===== config.mk =====
export PLATFORM = sky130hd
export DESIGN_NAME = cisc_core
export DESIGN_NICKNAME = d
export VERILOG_FILES = /design/src/rtl/cisc_pkg.sv /design/src/rtl/cisc_core.sv
export VERILOG_INCLUDE_DIRS = /design/src /design/src/rtl
export SDC_FILE = /design/constraint.sdc
export NUM_CORES = 1
export LEC_CHECK = 0
export ABC_AREA = 1
export BUFFER_PORTS_ARGS = -buffer_cell sky130_fd_sc_hd__buf_2
export CORE_MARGIN = 5
export CORE_UTILIZATION = 57
export CTS_CLUSTER_SIZE = 12
export DETAILED_ROUTE_END_ITERATION = 16
export PLACE_DENSITY = 0.9
export SLEW_MARGIN = 10
export SYNTH_ARGS = -nofsm -noshare
export SYNTH_HDL_FRONTEND = slang
export SYNTH_SLANG_ARGS = --single-unit

===== constraint.sdc =====
create_clock -name core_clk -period 4.5 [get_ports core_clk]
set_clock_uncertainty 0.05 [all_clocks]
set_input_delay 0.45 -clock core_clk [delete_from_list [all_inputs] [get_ports core_clk]]
set_output_delay 0.45 -clock core_clk [all_outputs]
set_load 0.01 [all_outputs]

===== src/rtl/cisc_regs.svh =====
// Register offsets, field positions, reset values and cycle counts for the interrupt sequencer.
// Assumes a 32-bit AXI4-Lite register port with one register per aligned word.
`ifndef CISC_REGS_SVH
`define CISC_REGS_SVH

`define CISC_OFS_KEY 8'h00
`define CISC_OFS_SPTR 8'h04
`define CISC_OFS_FLAGS 8'h08
`define CISC_OFS_CLKSRC 8'h0c
`define CISC_OFS_CLKPRE 8'h10
`define CISC_OFS_WDOG 8'h14
`define CISC_OFS_IRQ_FLAG 8'h18
`define CISC_OFS_IRQ_EN 8'h1c
`define CISC_OFS_STATUS 8'h20

`define CISC_UNLOCK_KEY 8'hd8
`define CISC_GUARD_INSNS 3'h4
`define CISC_ENTRY_CYCLES 3'h4
`define CISC_WAKE_CYCLES 3'h4
`define CISC_RETURN_CYCLES 3'h4

`define CISC_FLAG_GIE 7
`define CISC_FLAG_T 6
`define CISC_FLAG_H 5
`define CISC_FLAG_S 4
`define CISC_FLAG_V 3
`define CISC_FLAG_N 2
`define CISC_FLAG_Z 1
`define CISC_FLAG_C 0

`define CISC_WDOG_GUARD_MASK 8'h2f
`define CISC_SP_RESET 11'h4ff
`define CISC_PC_LAST 13'h1fff
`define CISC_VEC_STEP 13'h0002

`endif


===== src/rtl/cisc_pkg.sv =====
// Types shared by the interrupt and status sequencer.
// Assumes the constants header is compiled alongside.
package cisc_pkg;
	typedef enum logic [2:0] {
		CISC_RUN = 3'h0,
		CISC_WAKE = 3'h1,
		CISC_ENTRY = 3'h3,
		CISC_RETURN = 3'h2
	} cisc_state_e;

	// One retired instruction from the sequencer
	typedef struct packed {
		logic retire;
		logic multi_busy;
		logic op_set_gie;
		logic op_clr_gie;
		logic op_return;
		logic op_bit_store;
		logic bit_store_val;
		logic alu_update;
		logic [5:0] alu_flags;
		logic [5:0] alu_mask;
	} cisc_insn_s;
endpackage


===== src/rtl/cisc_core.sv =====
// Interrupt entry and return sequencing, configuration guard, stack pointer and flag register.
// Assumes an instruction sequencer on core_clk that reports retires, and up to NSRC
// interrupt sources, each flag or level type, already synchronous to core_clk.
// Overview of operation
// RULE_01: Level sources request only while their condition is present; vanished ones are never taken.
// RULE_02: After handler return, one program instruction retires before another interrupt is served.
// RULE_03: Entry and return never save or restore the flag register.
// RULE_04: Clear-global-enable blocks all service at once, even a request in the same cycle.
// RULE_05: After set-global-enable, the next instruction retires before a pending interrupt is served.
// RULE_06: Entry takes four cycles, pushes the program counter, then jumps to the vector.
// RULE_07: A running multi-cycle instruction completes before entry starts.
// RULE_08: Waking from sleep adds four cycles to entry.
// RULE_09: Return takes four cycles, pops two bytes, adds two to stack pointer, sets enable.
// RULE_10: Unlock value in the key register opens guarded writes for four instructions.
// RULE_11: All interrupts are ignored while the guard window is open; pending ones follow.
// RULE_12: Key register reads bit 0 as window active, bits 7 to 1 as zero.
// RULE_13: Guard covers clock source, clock prescale, and watchdog enable plus prescale bits.
// RULE_14: Stack pointer is 11 bits, stack grows downward, push decrements.
// RULE_15: Flag bit 7 is global enable: cleared on entry, set on return, set/clear ops.
// RULE_16: With global enable low no interrupt is served regardless of source enables.
// RULE_17: Flag bit 6 is the bit holder written by bit-store and read by bit-load.
// RULE_18: Flag bit 4 always equals negative XOR overflow.
// RULE_19: Flag bits 5,3,2,1,0 hold half-carry, overflow, negative, zero, carry from ALU.
// RULE_20: Program counter is 13 bits, addressing 8192 words 0 to 0x1fff.
// RULE_21: Vectoring to a flag source clears its flag; writing one also clears it.
// RULE_22: Lowest-numbered pending enabled source wins; reset outranks all.
// RULE_23: Any other key value leaves guarded registers locked.
`timescale 1ns/1ps
`default_nettype none
`include "cisc_regs.svh"

module cisc_core #(
	parameter int NSRC = 8,
	parameter logic [NSRC-1:0] LEVEL_SRC = '0
) (
	input wire logic core_clk,
	input wire logic sys_rst,
	input wire logic s_axi_awvalid,
	output logic s_axi_awready,
	input wire logic [7:0] s_axi_awaddr,
	input wire logic s_axi_wvalid,
	output logic s_axi_wready,
	input wire logic [31:0] s_axi_wdata,
	input wire logic [3:0] s_axi_wstrb,
	output logic s_axi_bvalid,
	input wire logic s_axi_bready,
	output logic [1:0] s_axi_bresp,
	input wire logic s_axi_arvalid,
	output logic s_axi_arready,
	input wire logic [7:0] s_axi_araddr,
	output logic s_axi_rvalid,
	input wire logic s_axi_rready,
	output logic [31:0] s_axi_rdata,
	output logic [1:0] s_axi_rresp,
	input wire cisc_pkg::cisc_insn_s insn,
	input wire logic sleeping,
	input wire logic [NSRC-1:0] src_event,
	input wire logic [NSRC-1:0] src_level,
	input wire logic [12:0] pc_now,
	output logic [12:0] program_counter_r,
	output logic pc_load_r,
	output logic seq_stall_r,
	output logic [10:0] sp_addr_r,
	output logic [7:0] sp_wdata_r,
	output logic sp_write_r,
	output logic sp_read_r,
	output logic [7:0] flag_register_r,
	output logic [7:0] clock_source_select_reg_r,
	output logic [7:0] clock_prescale_reg_r,
	output logic [7:0] watchdog_control_reg_r
);
	cisc_pkg::cisc_state_e state_r;
	logic [2:0] cnt_r;
	logic [2:0] guard_cnt_r;
	logic guard_open;
	logic hold_one_r;
	logic [10:0] stack_pointer_r;
	logic [NSRC-1:0] irq_flag_r, irq_en_r;
	logic [NSRC-1:0] pending;
	logic [$clog2(NSRC+1)-1:0] win_idx, sel_idx_r;
	logic win_any;
	logic take;
	logic [15:0] ret_addr_r;
	logic [7:0] pop_lo_r;

	// Bus handshakes
	logic aw_have_r, w_have_r;
	logic [7:0] aw_addr_r;
	logic [31:0] w_data_r;
	logic [3:0] w_strb_r;
	logic wr_go;
	logic rd_go;

	assign guard_open = (guard_cnt_r != 3'h0);

	// Flag sources remember events, level sources follow the pin
	genvar gi;
	generate
		for (gi = 0; gi < NSRC; gi++) begin : g_src
			assign pending[gi] = irq_en_r[gi] & (LEVEL_SRC[gi] ? src_level[gi] : irq_flag_r[gi]); // [RULE_01]
		end
	endgenerate

	// Priority encoder, lowest index first
	always_comb begin
		win_any = 1'b0;
		win_idx = '0;
		for (int i = NSRC - 1; i >= 0; i--) begin
			if (pending[i]) begin
				win_any = 1'b1;
				win_idx = i[$clog2(NSRC+1)-1:0]; // [RULE_22]
			end
		end
	end

	// Service gate: global enable, guard, holdoff after set/return, clear-enable in flight
	assign take = (state_r == cisc_pkg::CISC_RUN) && win_any && flag_register_r[`CISC_FLAG_GIE] // [RULE_16]
		&& !guard_open // [RULE_11]
		&& !hold_one_r // [RULE_02] [RULE_05]
		&& !(insn.retire && insn.op_clr_gie) // [RULE_04]
		&& !insn.multi_busy // [RULE_07]
		&& !(insn.retire && (insn.op_return || insn.op_set_gie));

	always_ff @(posedge core_clk) begin
		if (sys_rst) begin
			hold_one_r <= 1'b0;
		end else if (insn.retire && (insn.op_return || insn.op_set_gie)) begin
			hold_one_r <= 1'b1; // [RULE_02] [RULE_05]
		end else if (insn.retire) begin
			hold_one_r <= 1'b0;
		end
	end

	// Sequencer state
	always_ff @(posedge core_clk) begin
		if (sys_rst) begin
			state_r <= cisc_pkg::CISC_RUN;
			cnt_r <= 3'h0;
			sel_idx_r <= '0;
			seq_stall_r <= 1'b0;
		end else begin
			case (state_r)
				cisc_pkg::CISC_RUN: begin
					if (take) begin
						sel_idx_r <= win_idx;
						seq_stall_r <= 1'b1;
						cnt_r <= 3'h1;
						state_r <= sleeping ? cisc_pkg::CISC_WAKE : cisc_pkg::CISC_ENTRY; // [RULE_08]
					end else if (insn.retire && insn.op_return) begin
						seq_stall_r <= 1'b1;
						cnt_r <= 3'h1;
						state_r <= cisc_pkg::CISC_RETURN;
					end
				end
				cisc_pkg::CISC_WAKE: begin
					cnt_r <= cnt_r + 3'h1;
					if (cnt_r == `CISC_WAKE_CYCLES) begin // [RULE_08]
						cnt_r <= 3'h1;
						state_r <= cisc_pkg::CISC_ENTRY;
					end
				end
				cisc_pkg::CISC_ENTRY: begin
					cnt_r <= cnt_r + 3'h1;
					if (cnt_r == `CISC_ENTRY_CYCLES) begin // [RULE_06]
						seq_stall_r <= 1'b0;
						state_r <= cisc_pkg::CISC_RUN;
					end
				end
				cisc_pkg::CISC_RETURN: begin
					cnt_r <= cnt_r + 3'h1;
					if (cnt_r == `CISC_RETURN_CYCLES) begin // [RULE_09]
						seq_stall_r <= 1'b0;
						state_r <= cisc_pkg::CISC_RUN;
					end
				end
				default: begin
					state_r <= cisc_pkg::CISC_RUN;
					seq_stall_r <= 1'b0;
				end
			endcase
		end
	end

	// Stack traffic: two pushes on entry, two pops on return
	always_ff @(posedge core_clk) begin
		if (sys_rst) begin
			stack_pointer_r <= `CISC_SP_RESET;
			sp_addr_r <= 11'h000;
			sp_wdata_r <= 8'h00;
			sp_write_r <= 1'b0;
			sp_read_r <= 1'b0;
			ret_addr_r <= 16'h0000;
			pop_lo_r <= 8'h00;
		end else begin
			sp_write_r <= 1'b0;
			sp_read_r <= 1'b0;
			if (state_r == cisc_pkg::CISC_RUN && take) begin
				ret_addr_r <= {3'h0, pc_now};
			end
			if (state_r == cisc_pkg::CISC_ENTRY && (cnt_r == 3'h1 || cnt_r == 3'h2)) begin
				sp_addr_r <= stack_pointer_r;
				sp_wdata_r <= (cnt_r == 3'h1) ? ret_addr_r[7:0] : ret_addr_r[15:8];
				sp_write_r <= 1'b1;
				stack_pointer_r <= stack_pointer_r - 11'h001; // [RULE_14]
			end else if (state_r == cisc_pkg::CISC_RETURN && (cnt_r == 3'h1 || cnt_r == 3'h2)) begin
				sp_addr_r <= stack_pointer_r + 11'h001;
				sp_read_r <= 1'b1;
				stack_pointer_r <= stack_pointer_r + 11'h001; // [RULE_09]
			end else if (wr_go && aw_addr_r == `CISC_OFS_SPTR) begin
				if (w_strb_r[0]) stack_pointer_r[7:0] <= w_data_r[7:0];
				if (w_strb_r[1]) stack_pointer_r[10:8] <= w_data_r[10:8];
			end
		end
	end

	// Popped bytes come back on pc_now from the sequencer's data path
	always_ff @(posedge core_clk) begin
		if (sys_rst) begin
			program_counter_r <= 13'h0000;
			pc_load_r <= 1'b0;
		end else begin
			pc_load_r <= 1'b0;
			if (state_r == cisc_pkg::CISC_ENTRY && cnt_r == `CISC_ENTRY_CYCLES) begin
				program_counter_r <= 13'(({8'h00, sel_idx_r} + 13'h0001) * `CISC_VEC_STEP); // [RULE_06] [RULE_20]
				pc_load_r <= 1'b1;
			end else if (state_r == cisc_pkg::CISC_RETURN && cnt_r == `CISC_RETURN_CYCLES) begin
				program_counter_r <= pc_now & `CISC_PC_LAST; // [RULE_20]
				pc_load_r <= 1'b1;
			end
		end
	end

	// Flag register; entry and return touch only the enable bit
	always_ff @(posedge core_clk) begin
		if (sys_rst) begin
			flag_register_r <= 8'h00;
		end else begin
			if (state_r == cisc_pkg::CISC_RUN && take) begin
				flag_register_r[`CISC_FLAG_GIE] <= 1'b0; // [RULE_15] [RULE_03]
			end else if (state_r == cisc_pkg::CISC_RETURN && cnt_r == `CISC_RETURN_CYCLES) begin
				flag_register_r[`CISC_FLAG_GIE] <= 1'b1; // [RULE_09] [RULE_15]
			end else if (insn.retire && insn.op_clr_gie) begin
				flag_register_r[`CISC_FLAG_GIE] <= 1'b0; // [RULE_04]
			end else if (insn.retire && insn.op_set_gie) begin
				flag_register_r[`CISC_FLAG_GIE] <= 1'b1;
			end else if (wr_go && aw_addr_r == `CISC_OFS_FLAGS && w_strb_r[0]) begin
				flag_register_r <= {w_data_r[7:5], w_data_r[2] ^ w_data_r[3], w_data_r[3:0]}; // [RULE_18]
			end
			if (insn.retire && insn.op_bit_store) begin
				flag_register_r[`CISC_FLAG_T] <= insn.bit_store_val; // [RULE_17]
			end
			if (insn.retire && insn.alu_update) begin
				for (int b = 0; b < 6; b++) begin
					if (insn.alu_mask[b] && b != `CISC_FLAG_S) begin
						flag_register_r[b] <= insn.alu_flags[b]; // [RULE_19]
					end
				end
				flag_register_r[`CISC_FLAG_S] <= (insn.alu_mask[`CISC_FLAG_N] ? insn.alu_flags[`CISC_FLAG_N]
					: flag_register_r[`CISC_FLAG_N]) ^ (insn.alu_mask[`CISC_FLAG_V]
					? insn.alu_flags[`CISC_FLAG_V] : flag_register_r[`CISC_FLAG_V]); // [RULE_18]
			end
		end
	end

	// Guard window counts retired instructions after the unlock write
	always_ff @(posedge core_clk) begin
		if (sys_rst) begin
			guard_cnt_r <= 3'h0;
		end else if (wr_go && aw_addr_r == `CISC_OFS_KEY && w_strb_r[0]
			&& w_data_r[7:0] == `CISC_UNLOCK_KEY) begin // [RULE_23]
			guard_cnt_r <= `CISC_GUARD_INSNS; // [RULE_10]
		end else if (guard_open && insn.retire) begin
			guard_cnt_r <= guard_cnt_r - 3'h1;
		end
	end

	// Guarded registers; a locked write to a guarded field is dropped silently
	always_ff @(posedge core_clk) begin
		if (sys_rst) begin
			clock_source_select_reg_r <= 8'h00;
			clock_prescale_reg_r <= 8'h00;
			watchdog_control_reg_r <= 8'h00;
		end else if (wr_go && w_strb_r[0]) begin
			if (aw_addr_r == `CISC_OFS_CLKSRC && guard_open) begin
				clock_source_select_reg_r <= w_data_r[7:0]; // [RULE_13] [RULE_23]
			end
			if (aw_addr_r == `CISC_OFS_CLKPRE && guard_open) begin
				clock_prescale_reg_r <= w_data_r[7:0]; // [RULE_13]
			end
			if (aw_addr_r == `CISC_OFS_WDOG) begin
				watchdog_control_reg_r <= guard_open ? w_data_r[7:0]
					: ((watchdog_control_reg_r & `CISC_WDOG_GUARD_MASK)
					| (w_data_r[7:0] & ~`CISC_WDOG_GUARD_MASK)); // [RULE_13]
			end
		end
	end

	// Source flags: set wins over a same-cycle clear
	always_ff @(posedge core_clk) begin
		if (sys_rst) begin
			irq_flag_r <= '0;
			irq_en_r <= '0;
		end else begin
			for (int i = 0; i < NSRC; i++) begin
				if (src_event[i] && !LEVEL_SRC[i]) begin
					irq_flag_r[i] <= 1'b1;
				end else if (take && win_idx == i[$clog2(NSRC+1)-1:0]) begin
					irq_flag_r[i] <= 1'b0; // [RULE_21]
				end else if (wr_go && aw_addr_r == `CISC_OFS_IRQ_FLAG && w_data_r[i]) begin
					irq_flag_r[i] <= 1'b0; // [RULE_21]
				end
			end
			if (wr_go && aw_addr_r == `CISC_OFS_IRQ_EN) begin
				irq_en_r <= w_data_r[NSRC-1:0];
			end
		end
	end

	// AXI4-Lite write channel: address and data in either order
	assign wr_go = aw_have_r && w_have_r && !s_axi_bvalid;

	always_ff @(posedge core_clk) begin
		if (sys_rst) begin
			aw_have_r <= 1'b0;
			w_have_r <= 1'b0;
			aw_addr_r <= 8'h00;
			w_data_r <= 32'h0;
			w_strb_r <= 4'h0;
			s_axi_awready <= 1'b0;
			s_axi_wready <= 1'b0;
			s_axi_bvalid <= 1'b0;
			s_axi_bresp <= 2'h0;
		end else begin
			s_axi_awready <= !aw_have_r && !s_axi_awready;
			s_axi_wready <= !w_have_r && !s_axi_wready;
			if (s_axi_awvalid && s_axi_awready) begin
				aw_have_r <= 1'b1;
				aw_addr_r <= s_axi_awaddr;
				s_axi_awready <= 1'b0;
			end
			if (s_axi_wvalid && s_axi_wready) begin
				w_have_r <= 1'b1;
				w_data_r <= s_axi_wdata;
				w_strb_r <= s_axi_wstrb;
				s_axi_wready <= 1'b0;
			end
			if (wr_go) begin
				aw_have_r <= 1'b0;
				w_have_r <= 1'b0;
				s_axi_bvalid <= 1'b1;
				s_axi_bresp <= (aw_addr_r > `CISC_OFS_STATUS || aw_addr_r[1:0] != 2'h0) ? 2'h2 : 2'h0;
			end else if (s_axi_bvalid && s_axi_bready) begin
				s_axi_bvalid <= 1'b0;
			end
		end
	end

	// AXI4-Lite read channel
	assign rd_go = s_axi_arvalid && s_axi_arready;

	always_ff @(posedge core_clk) begin
		if (sys_rst) begin
			s_axi_arready <= 1'b0;
			s_axi_rvalid <= 1'b0;
			s_axi_rdata <= 32'h0;
			s_axi_rresp <= 2'h0;
		end else begin
			s_axi_arready <= !s_axi_rvalid && !s_axi_arready;
			if (rd_go) begin
				s_axi_arready <= 1'b0;
				s_axi_rvalid <= 1'b1;
				s_axi_rresp <= 2'h0;
				case (s_axi_araddr)
					`CISC_OFS_KEY: s_axi_rdata <= {31'h0, guard_open}; // [RULE_12]
					`CISC_OFS_SPTR: s_axi_rdata <= {21'h0, stack_pointer_r};
					`CISC_OFS_FLAGS: s_axi_rdata <= {24'h0, flag_register_r};
					`CISC_OFS_CLKSRC: s_axi_rdata <= {24'h0, clock_source_select_reg_r};
					`CISC_OFS_CLKPRE: s_axi_rdata <= {24'h0, clock_prescale_reg_r};
					`CISC_OFS_WDOG: s_axi_rdata <= {24'h0, watchdog_control_reg_r};
					`CISC_OFS_IRQ_FLAG: s_axi_rdata <= 32'(irq_flag_r);
					`CISC_OFS_IRQ_EN: s_axi_rdata <= 32'(irq_en_r);
					`CISC_OFS_STATUS: s_axi_rdata <= {26'h0, hold_one_r, guard_open, seq_stall_r, state_r};
					default: begin
						s_axi_rdata <= 32'h0;
						s_axi_rresp <= 2'h2;
					end
				endcase
			end else if (s_axi_rvalid && s_axi_rready) begin
				s_axi_rvalid <= 1'b0;
			end
		end
	end
endmodule

`default_nettype wire


-- Word level (Yosys, flattened, before mapping)
Cells that the tools add are included.
- output and inout bits: 109
- logic and storage cells: 320
- flip-flop bits (word level): 186
- input port bits: 109
- eq/ne operators: 40
- add/sub/neg operators: 5
- magnitude comparators: 1
- bitwise operators: 12
- multiplexer cells: 97
- reduce and logical (&&, ||, !) cells: 119
- operator list (cell ; number):
    11-bit one-hot mux with 9 select lines ; 1
    8-bit by 5-bit == test with 1-bit output, second input constant ; 8
    1-bit logical AND ; 56
    1-bit two-way mux ; 56
    11-bit two-way mux ; 5
    3-bit two-way mux ; 18
    3-bit nonzero test ; 13
    8-bit by 4-bit == test with 1-bit output, second input constant ; 4
    8-bit two-way mux ; 4
    7-bit two-way mux ; 4
    13-bit two-way mux ; 2
    2-bit by 1-bit inequality test with 1-bit output, second input constant ; 9
    3-bit one-hot mux with 3 select lines ; 2
    2-bit nonzero test ; 9
    2-bit OR reduction ; 9
    8-bit by 3-bit == test with 1-bit output, second input constant ; 2
    8-bit zero test ; 2
    2-bit AND reduction ; 7
    1-bit zero test ; 12
    11-bit by 1-bit adder with 11-bit output, second input constant ; 1
    11-bit by 1-bit subtractor with 11-bit output, second input constant ; 1
    5-bit AND reduction ; 2
    3-bit by 2-bit == test with 1-bit output, second input constant ; 3
    3-bit == test, second input constant ; 3
    other kinds (25) ; 41

-- Logic depth before layout (Yosys ltp)
Gate-level depths: netlist of the first run.
- word-level depth: 20
- depth in mapped cells: 12
- gate-level depth less buffers: 12

-- Worst setup path before layout of the first run
OpenSTA, ideal clock, no wires.
- kind: reg2reg
- from: reg cnt_r[1]
- to: reg stack_pointer_r[6]
- required time: 4316 ps
- arrival: 1496 ps
- library setup time: 134 ps
- path buffers: 1
- cell stages (with the launch flop): 12
- slack: 2820 ps
- clock period less this slack: 1680 ps
- cells stage by stage: dfxtp_1 inv_1 ha_1 o21ai_2 nor2_4 inv_1 nand2_1 buf_4 nand2_1 nand2_1 o21ai_0 nand3_1
- word-level cells in the longest chain between the ends: 5
- RTL lines (item ; RTL line ; text):
    from (decl) ; cisc_core.sv:73 ; logic [2:0] cnt_r;
    from (signal assigned) ; cisc_core.sv:156 ; cnt_r <= cnt_r + 3'h1;
    from (signal assigned) ; cisc_core.sv:163 ; cnt_r <= cnt_r + 3'h1;
    from (signal assigned) ; cisc_core.sv:170 ; cnt_r <= cnt_r + 3'h1;
    3-bit by 1-bit == test with 1-bit output / 3-bit by 2-bit == test with 1-bit output (equally long branches) ; cisc_core.sv:200, cisc_core.sv:205 ;
    1-bit logical OR * ; cisc_core.sv:200, cisc_core.sv:205 ;
    1-bit logical AND, on equally long branches ; cisc_core.sv:200, cisc_core.sv:205 ;
    3-bit nonzero test (no line) / 11-bit two-way mux (equally long branches) ; -- ;
    2-bit AND reduction (no line) / 11-bit two-way mux (equally long branches) ; -- ;
    to (signal assigned) ; cisc_core.sv:204 ; stack_pointer_r <= stack_pointer_r - 11'h001;
    to (signal assigned) ; cisc_core.sv:208 ; stack_pointer_r <= stack_pointer_r + 11'h001;
    to (signal assigned) ; cisc_core.sv:210 ; if (w_strb_r[0]) stack_pointer_r[7:0] <= w_data_r[7:0];
    to (decl) ; cisc_core.sv:77 ; logic [10:0] stack_pointer_r;
Every way passes the cells marked *; elsewhere a longest branch is shown, timed or not.
A chain may end at the register's enable or synchronous reset.

-- Worst setup path after layout of the first run
- from: reg cnt_r[1]
- to: reg stack_pointer_r[7]
Same word-level chain as after synthesis.

==> flow_summary_export.csv, run 1 <==
group,metric,value,unit
outcome,status,"finished clean",
critical_path,arrival,2820,ps
global_routing,grtUsageMet1,0.360,
cts,clk_latency,440,ps
critical_path,worstPathRequired,4780,ps
timing,holdWs,212,ps
timing,rsz0062_at_grt,"no",
global_routing,gr-usage-all-layers,0.283,
yosys,synth-edff-count,0,
detailed_routing,drt_iter0_drc,1160,
finish,mostFrequentLayoutCell,"nand2_1",
yosys,synth_area,7970,sq um
yosys,netlist_instances,1127,
floorplan,die_width,128,um
critical_path,crit_type,"reg -> reg",
global_routing,grt-ovfl-total,0,
timing,maxSlewViolCount,0,
critical_path,worstSetupEndpointType,"flip-flop",
finish,syn_to_final_growth,17.3,%
power_and_ir_drop,p_leak,4.46,nW
critical_path,crit_fanout,15,
global_routing,use_met2,0.458,
timing,fmax,393,MHz
global_routing,grt_pass1_vias,7614,
finish,fillers,1167,
floorplan,core_area,13800,sq um
global_routing,gr-max-usage-layer,"met2",
flow_run,maxCapViolations,0,
cts,cts_max_level,4,
critical_path,path_common_cell,"inv_1",
timing,period_needed,2540,ps
timing,setup_viol_count_final,0,
global_routing,antenna_found_initial,3,
yosys,synth_top_flop_cell,"dfxtp_1",
global_routing,grt_first_pass_wirelength,37100,um
critical_path,critical_path_buf_inv_count,3,
finish,multi_input_area,3900,sq um
finish,most-common-layout-cells,"nand2_1, dfxtp_1, buf_2",
cts,cts_root_buffer,"clkbuf_16",
global_routing,grt_max_degree,53,
cts,cts_tree,"built",
hold_path,hold_path_class,"in -> reg",
detailed_routing,wirelength,23900,um
cts,postCtsSetupBuffers,0,
finish,finalCoreUtilization,0.679,
floorplan,row_count,43,
detailed_routing,wl_per_cell,16.4,um
critical_path,path_cells,"inv_1 > ha_1 > o21ai_2 > nor2_4 > inv_1 > nand2_1 > inv_1 > o21ai_0 > o21ai_0 > nand2_1",
power_and_ir_drop,vdd_ir_drop_max,0.290,mV
timing,tns,0,ps
critical_path,start_kind,"flip-flop",
yosys,yosys.cell_types.count,44,
yosys,syn_area_per_cell,7.07,sq um
cts,cts.clk_slew.worst_paths,60,ps
placement,placed_area,8710,sq um
floorplan,start_util,0.579,
finish,seqCellArea,3220,sq um
finish,drive_gt1_frac,0.182,
placement,hpwl,17100,um
critical_path,path_delay_family,"buffers and inverters",
floorplan,die_y,128,um
floorplan,die_area,16400,sq um
critical_path,critPathSlowestCell,"dfxtp_1",
floorplan,ios,218,
detailed_routing,dr.pass1.iters,6,
placement,portBuffers,161,
yosys,yosysWarnings,0,
timing,finalHoldViolations,0,
cts,cts_made_buffers,17,
timing,fin_crit_sh,0.565,
placement,place.gp.congestion,1.05,
cts,ctsHoldBuffers,0,
detailed_routing,ant_nets,0,
timing,worst_pin_slew,1080,ps
critical_path,r2r_slack,1960,ps
cts,ctsResizeCount,0,
detailed_routing,routed-via-count,8358,
global_routing,grtUsageMet3,0.0671,
detailed_routing,routed_via_density,5.73,
cts,cts_sinks,161,
finish,stdcell_area,9350,sq um
cts,clk_path_buf_depth,2,
yosys,synthArstFlopShare,0,
detailed_routing,drc,0,
finish,final_nets,1383,
power_and_ir_drop,cellPowerDensity,385,nW/um^2
yosys,ys_seq_area_frac,0.404,
yosys,synth_seq_cells,161,
critical_path,critPathMaxStageDelay,400,ps
timing,timing.slew.headroom,0.278,
tightest hold or removal path, cell delays in order:
cell	delay (ps)
buf_2	70
inv_1	30
nand2_1	40
a21oi_1	50
flip-flops by register name, indices dropped and copies added (netlist names), 2 cells and up:
signal                     cells
irq_flag_r                     8
sp_addr_r                     11
s_axi_rdata                   11
clock_source_select_reg_r      8
guard_cnt_r                    3
sp_wdata_r                     8
ret_addr_r                    13
irq_en_r                       8
sel_idx_r                      3
aw_addr_r                      8
stack_pointer_r               11
watchdog_control_reg_r         8
w_data_r                      11
cnt_r                          3
w_strb_r                       2
flag_register_r                8
program_counter_r             13
clock_prescale_reg_r           8
state_r                        2
cell usage after synthesis, drive strengths merged (12+ instances only):
library cell	n	area [sq um]
a21oi	91	455
dfxtp	161	3220
buf	46	320
nor3	12	115
clkbuf	23	86.3
nand4	16	100
nor2	85	372
nand2	232	896
inv	140	526
o21ai	131	671
nand3	119	601
cell type report:
class | instances | share of cell area
diodes | 2 | 0.000535
well taps | 180 | 0.0241
multi-input cells | 779 | 0.417
inverters | 140 | 0.0562
flip-flops and latches | 161 | 0.345
repair buffers | 165 | 0.0894
clock inverters | 9 | 0.0163
clock buffers | 23 | 0.0522
final timing paths:
| kind | from | to | cells past startpoint |
|---|---|---|---|
| setup reg to reg | cnt_r[1]$_SDFFE_PP0P_ | stack_pointer_r[7]$_SDFFE_PP1P_ | 10 |
| hold reg to reg | s_axi_arready$_SDFF_PP0_ | s_axi_arready$_SDFF_PP0_ | 1 |
| hold / removal | s_axi_rready | s_axi_rvalid$_SDFFE_PP0P_ | 4 |
| setup / recovery | cnt_r[1]$_SDFFE_PP0P_ | stack_pointer_r[7]$_SDFFE_PP1P_ | 10 |
layer usage:
metal,vias up,wire length [um],part of all wire
met4,2,852,0.036
met1,3785,9280,0.39
met3,85,2510,0.10
li1,3963,-,-
met5,-,7,0.00029
met2,523,11300,0.47
cells by family (layout without fill, tap and decap cells):
logic type | Yosys count | count (layout) | share of synthesized area
xor+xnor | 10 | 10 | 0.0110
other cells | 1 | 25 | 0.000471
fa+ha+maj | 10 | 10 | 0.0157
compound gates | 266 | 266 | 0.181
mux | 1 | 1 | 0.00141
buf+inv | 209 | 337 | 0.117
simple gates | 469 | 469 | 0.269
flops | 161 | 161 | 0.404
power by group:
group	switching (mW)	internal (mW)
Sequential	0.0582	1.49
Combinational	0.345	0.154
Clock	0.576	0.985
per-stage QoR:
stage                     std cells  setup slack, ps  power (mW)
after floorplan                1149             2820        1.91
after global placement         1425             2040        2.04
final                          1459             1960        3.60
after detailed placement       1425             2020        2.05
after global routing           1459             1780        3.73
after CTS                      1457             2030        3.59
Power figures use the tool's default switching activity.
==> inputs of run 2 (changes only) <==
--- a/config.mk
+++ b/config.mk
@@ -9,10 +9,10 @@
 export ABC_AREA = 1
 export BUFFER_PORTS_ARGS = -buffer_cell sky130_fd_sc_hd__buf_2
 export CORE_MARGIN = 5
-export CORE_UTILIZATION = 57
+export CORE_UTILIZATION = 53
 export CTS_CLUSTER_SIZE = 12
 export DETAILED_ROUTE_END_ITERATION = 16
-export PLACE_DENSITY = 0.9
+export PLACE_DENSITY = 0.85
 export SLEW_MARGIN = 10
 export SYNTH_ARGS = -nofsm -noshare
 export SYNTH_HDL_FRONTEND = slang
==> constraint.sdc (replaced) <==
create_clock -name core_clk -period 2.6 [get_ports core_clk]
set_clock_uncertainty 0.05 [all_clocks]
set_input_delay 0.26 -clock core_clk [delete_from_list [all_inputs] [get_ports core_clk]]
set_output_delay 0.26 -clock core_clk [all_outputs]
set_load 0.01 [all_outputs]
==> run 2 against run 1 <==
Effect of this change: critical path depth did not move; clock power grew 47%; count of clock-buffer cells in the layout shrank 3; combinational power increased by 73%; maximum frequency rose by 23%; hold slack got worse by 190 ps; register-to-register slack got worse by 1400 ps; cell area is 0.11% lower; non-clock buffer count rose by 10; cell count increased by 0.82%; routed wire length shrank 0.76%; global-route usage is 2.0 points lower; largest power group is now sequential cells.
==> flow_summary_export.csv, run 2 (synthesis gave the netlist of run 1 again) <==
group,metric,value,unit
critical_path,worstSetupEndpointType,"flip-flop",
critical_path,arrival,2330,ps
power_and_ir_drop,vdd_ir_drop_max,0.497,mV
finish,most-common-layout-cells,"nand2_1, dfxtp_1, buf_2",
finish,final_nets,1393,
detailed_routing,routed_via_density,5.61,
global_routing,antenna_found_initial,0,
floorplan,die_width,133,um
critical_path,path_common_cell,"inv_1",
global_routing,use_met2,0.431,
timing,timing.slew.headroom,0.550,
global_routing,grt_max_degree,52,
floorplan,core_area,14600,sq um
finish,largest_registers,"program_counter_r (13), ret_addr_r (13)",
cts,ctsResizeCount,0,
floorplan,ios,218,
critical_path,critPathSlowestCell,"dfxtp_1",
timing,rsz0062_at_grt,"no",
critical_path,r2r_cells,10,
cts,clk_latency,430,ps
detailed_routing,wirelength,23800,um
detailed_routing,dr.pass1.iters,7,
finish,multi_input_area,3900,sq um
cts,cts.clk_slew.worst_paths,60,ps
flow_run,maxCapViolations,0,
detailed_routing,ant_nets,0,
global_routing,gr-usage-all-layers,0.263,
hold_path,holdPathStages,4,
global_routing,grt_first_pass_wirelength,37800,um
power_and_ir_drop,cellPowerDensity,624,nW/um^2
placement,post-place-ws,562,ps
cts,postCtsSetupBuffers,0,
finish,mostFrequentLayoutCell,"nand2_1",
critical_path,r2r-end,"stack_pointer_r[7]$_SDFFE_PP1P_",
timing,fmax,486,MHz
timing,setup_viol_count_final,0,
critical_path,crit_type,"reg -> reg",
cts,cts_tree,"built",
cts,cts_root_buffer,"clkbuf_16",
cts,cts_max_level,4,
global_routing,grtUsageMet1,0.334,
cts,cts_made_buffers,17,
detailed_routing,drc,0,
placement,portBuffers,161,
global_routing,grt-ovfl-total,0,
critical_path,r2r-start,"cnt_r[0]$_SDFFE_PP0P_",
timing,worst_pin_slew,673,ps
finish,diodes,0,
critical_path,path_delay_family,"buffers and inverters",
placement,hpwl,17600,um
critical_path,critPathMaxStageDelay,400,ps
cts,clk_path_buf_depth,2,
timing,period_needed,2060,ps
critical_path,critical_path_buf_inv_count,3,
floorplan,die_y,133,um
timing,setup_slack,541,ps
critical_path,crit_start,"cnt_r[0]$_SDFFE_PP0P_",
timing,holdWs,23.7,ps
hold_path,hold_path_class,"in -> reg",
detailed_routing,wl_per_cell,16.2,um
outcome,status,"finished clean",
critical_path,start_kind,"flip-flop",
finish,drive_gt1_frac,0.189,
detailed_routing,drt_iter0_drc,887,
cts,cts_sinks,161,
floorplan,die_area,17600,sq um
timing,maxSlewViolCount,0,
cts,ctsHoldBuffers,0,
detailed_routing,routed-via-count,8254,
global_routing,grt_pass1_vias,7515,
critical_path,path_cells,"inv_1 > ha_1 > o21ai_2 > nor2_4 > inv_1 > nand2_1 > inv_1 > o21ai_0 > o21ai_0 > nand2_1",
finish,fillers,1306,
power_and_ir_drop,power,5.83,mW
timing,fin_crit_sh,0.792,
global_routing,gr-max-usage-layer,"met2",
timing,finalHoldViolations,0,
finish,seqCellArea,3220,sq um
hold_path,whs_endpoint,"s_axi_rvalid$_SDFFE_PP0P_",
floorplan,row_count,44,
power_and_ir_drop,p_leak,4.46,nW
hold_path,hp-start,"s_axi_rready",
critical_path,r2r_slack,540,ps
global_routing,grtUsageMet3,0.0585,
critical_path,worstPathRequired,2870,ps
finish,syn_to_final_growth,17.2,%
floorplan,start_util,0.544,
critical_path,crit_fanout,12,
placement,place.gp.congestion,0.977,
finish,finalCoreUtilization,0.638,
timing,tns,0,ps
==> run 2: metrics by stage <==
| stage | instances | instance area [sq um] |
|---|---|---|
| 2_1_floorplan | 1149 | 8050 |
| 3_3_place_gp | 1439 | 8800 |
| 3_5_place_dp | 1439 | 8800 |
| 4_1_cts | 1471 | 9340 |
| 5_1_grt | 1471 | 9340 |
| 6_report | 1471 | 9340 |
==> run 2: how the worst max path moves through the flow <==
stage	cells after the start	slack (ps)	to
2_1_floorplan	11	920	stack_pointer_r[6]$_SDFFE_PP1P_
3_3_place_gp	10	660	stack_pointer_r[7]$_SDFFE_PP1P_
3_5_place_dp	10	560	sel_idx_r[0]$_SDFFE_PP0P_
4_1_cts	10	550	ret_addr_r[7]$_SDFFE_PP0P_
5_1_grt	10	350	ret_addr_r[7]$_SDFFE_PP0P_
6_report	10	540	stack_pointer_r[7]$_SDFFE_PP1P_
==> run 2: report_power, final <==
part	internal (mW)	total, mW	switching [mW]	leakage (nW)
sequential	2.57	2.67	0.100	1.31
clock	1.27	2.29	1.03	0.250
combinational	0.273	0.863	0.589	2.90
==> run 2: final cells by class <==
type	count	share of cell area
timing repair buffer	175	0.0988
inverter	140	0.0562
clock inverter	12	0.00924
multi-input combinational	779	0.417
clock buffer	20	0.0489
tap	184	0.0246
sequential	161	0.345
==> run 2: layer usage <==
layer	routed length (um)	vias to the layer above	part of all wire
li1	-	3979	-
met1	9700	3785	0.41
met2	11100	416	0.47
met3	2080	74	0.088
met4	911	0	0.038
met5	0	-	0
==> run 2: worst min-delay path: stages <==
cell and delay [ps]:
buf_2 80, inv_1 30, nand2_1 40, a21oi_1 50
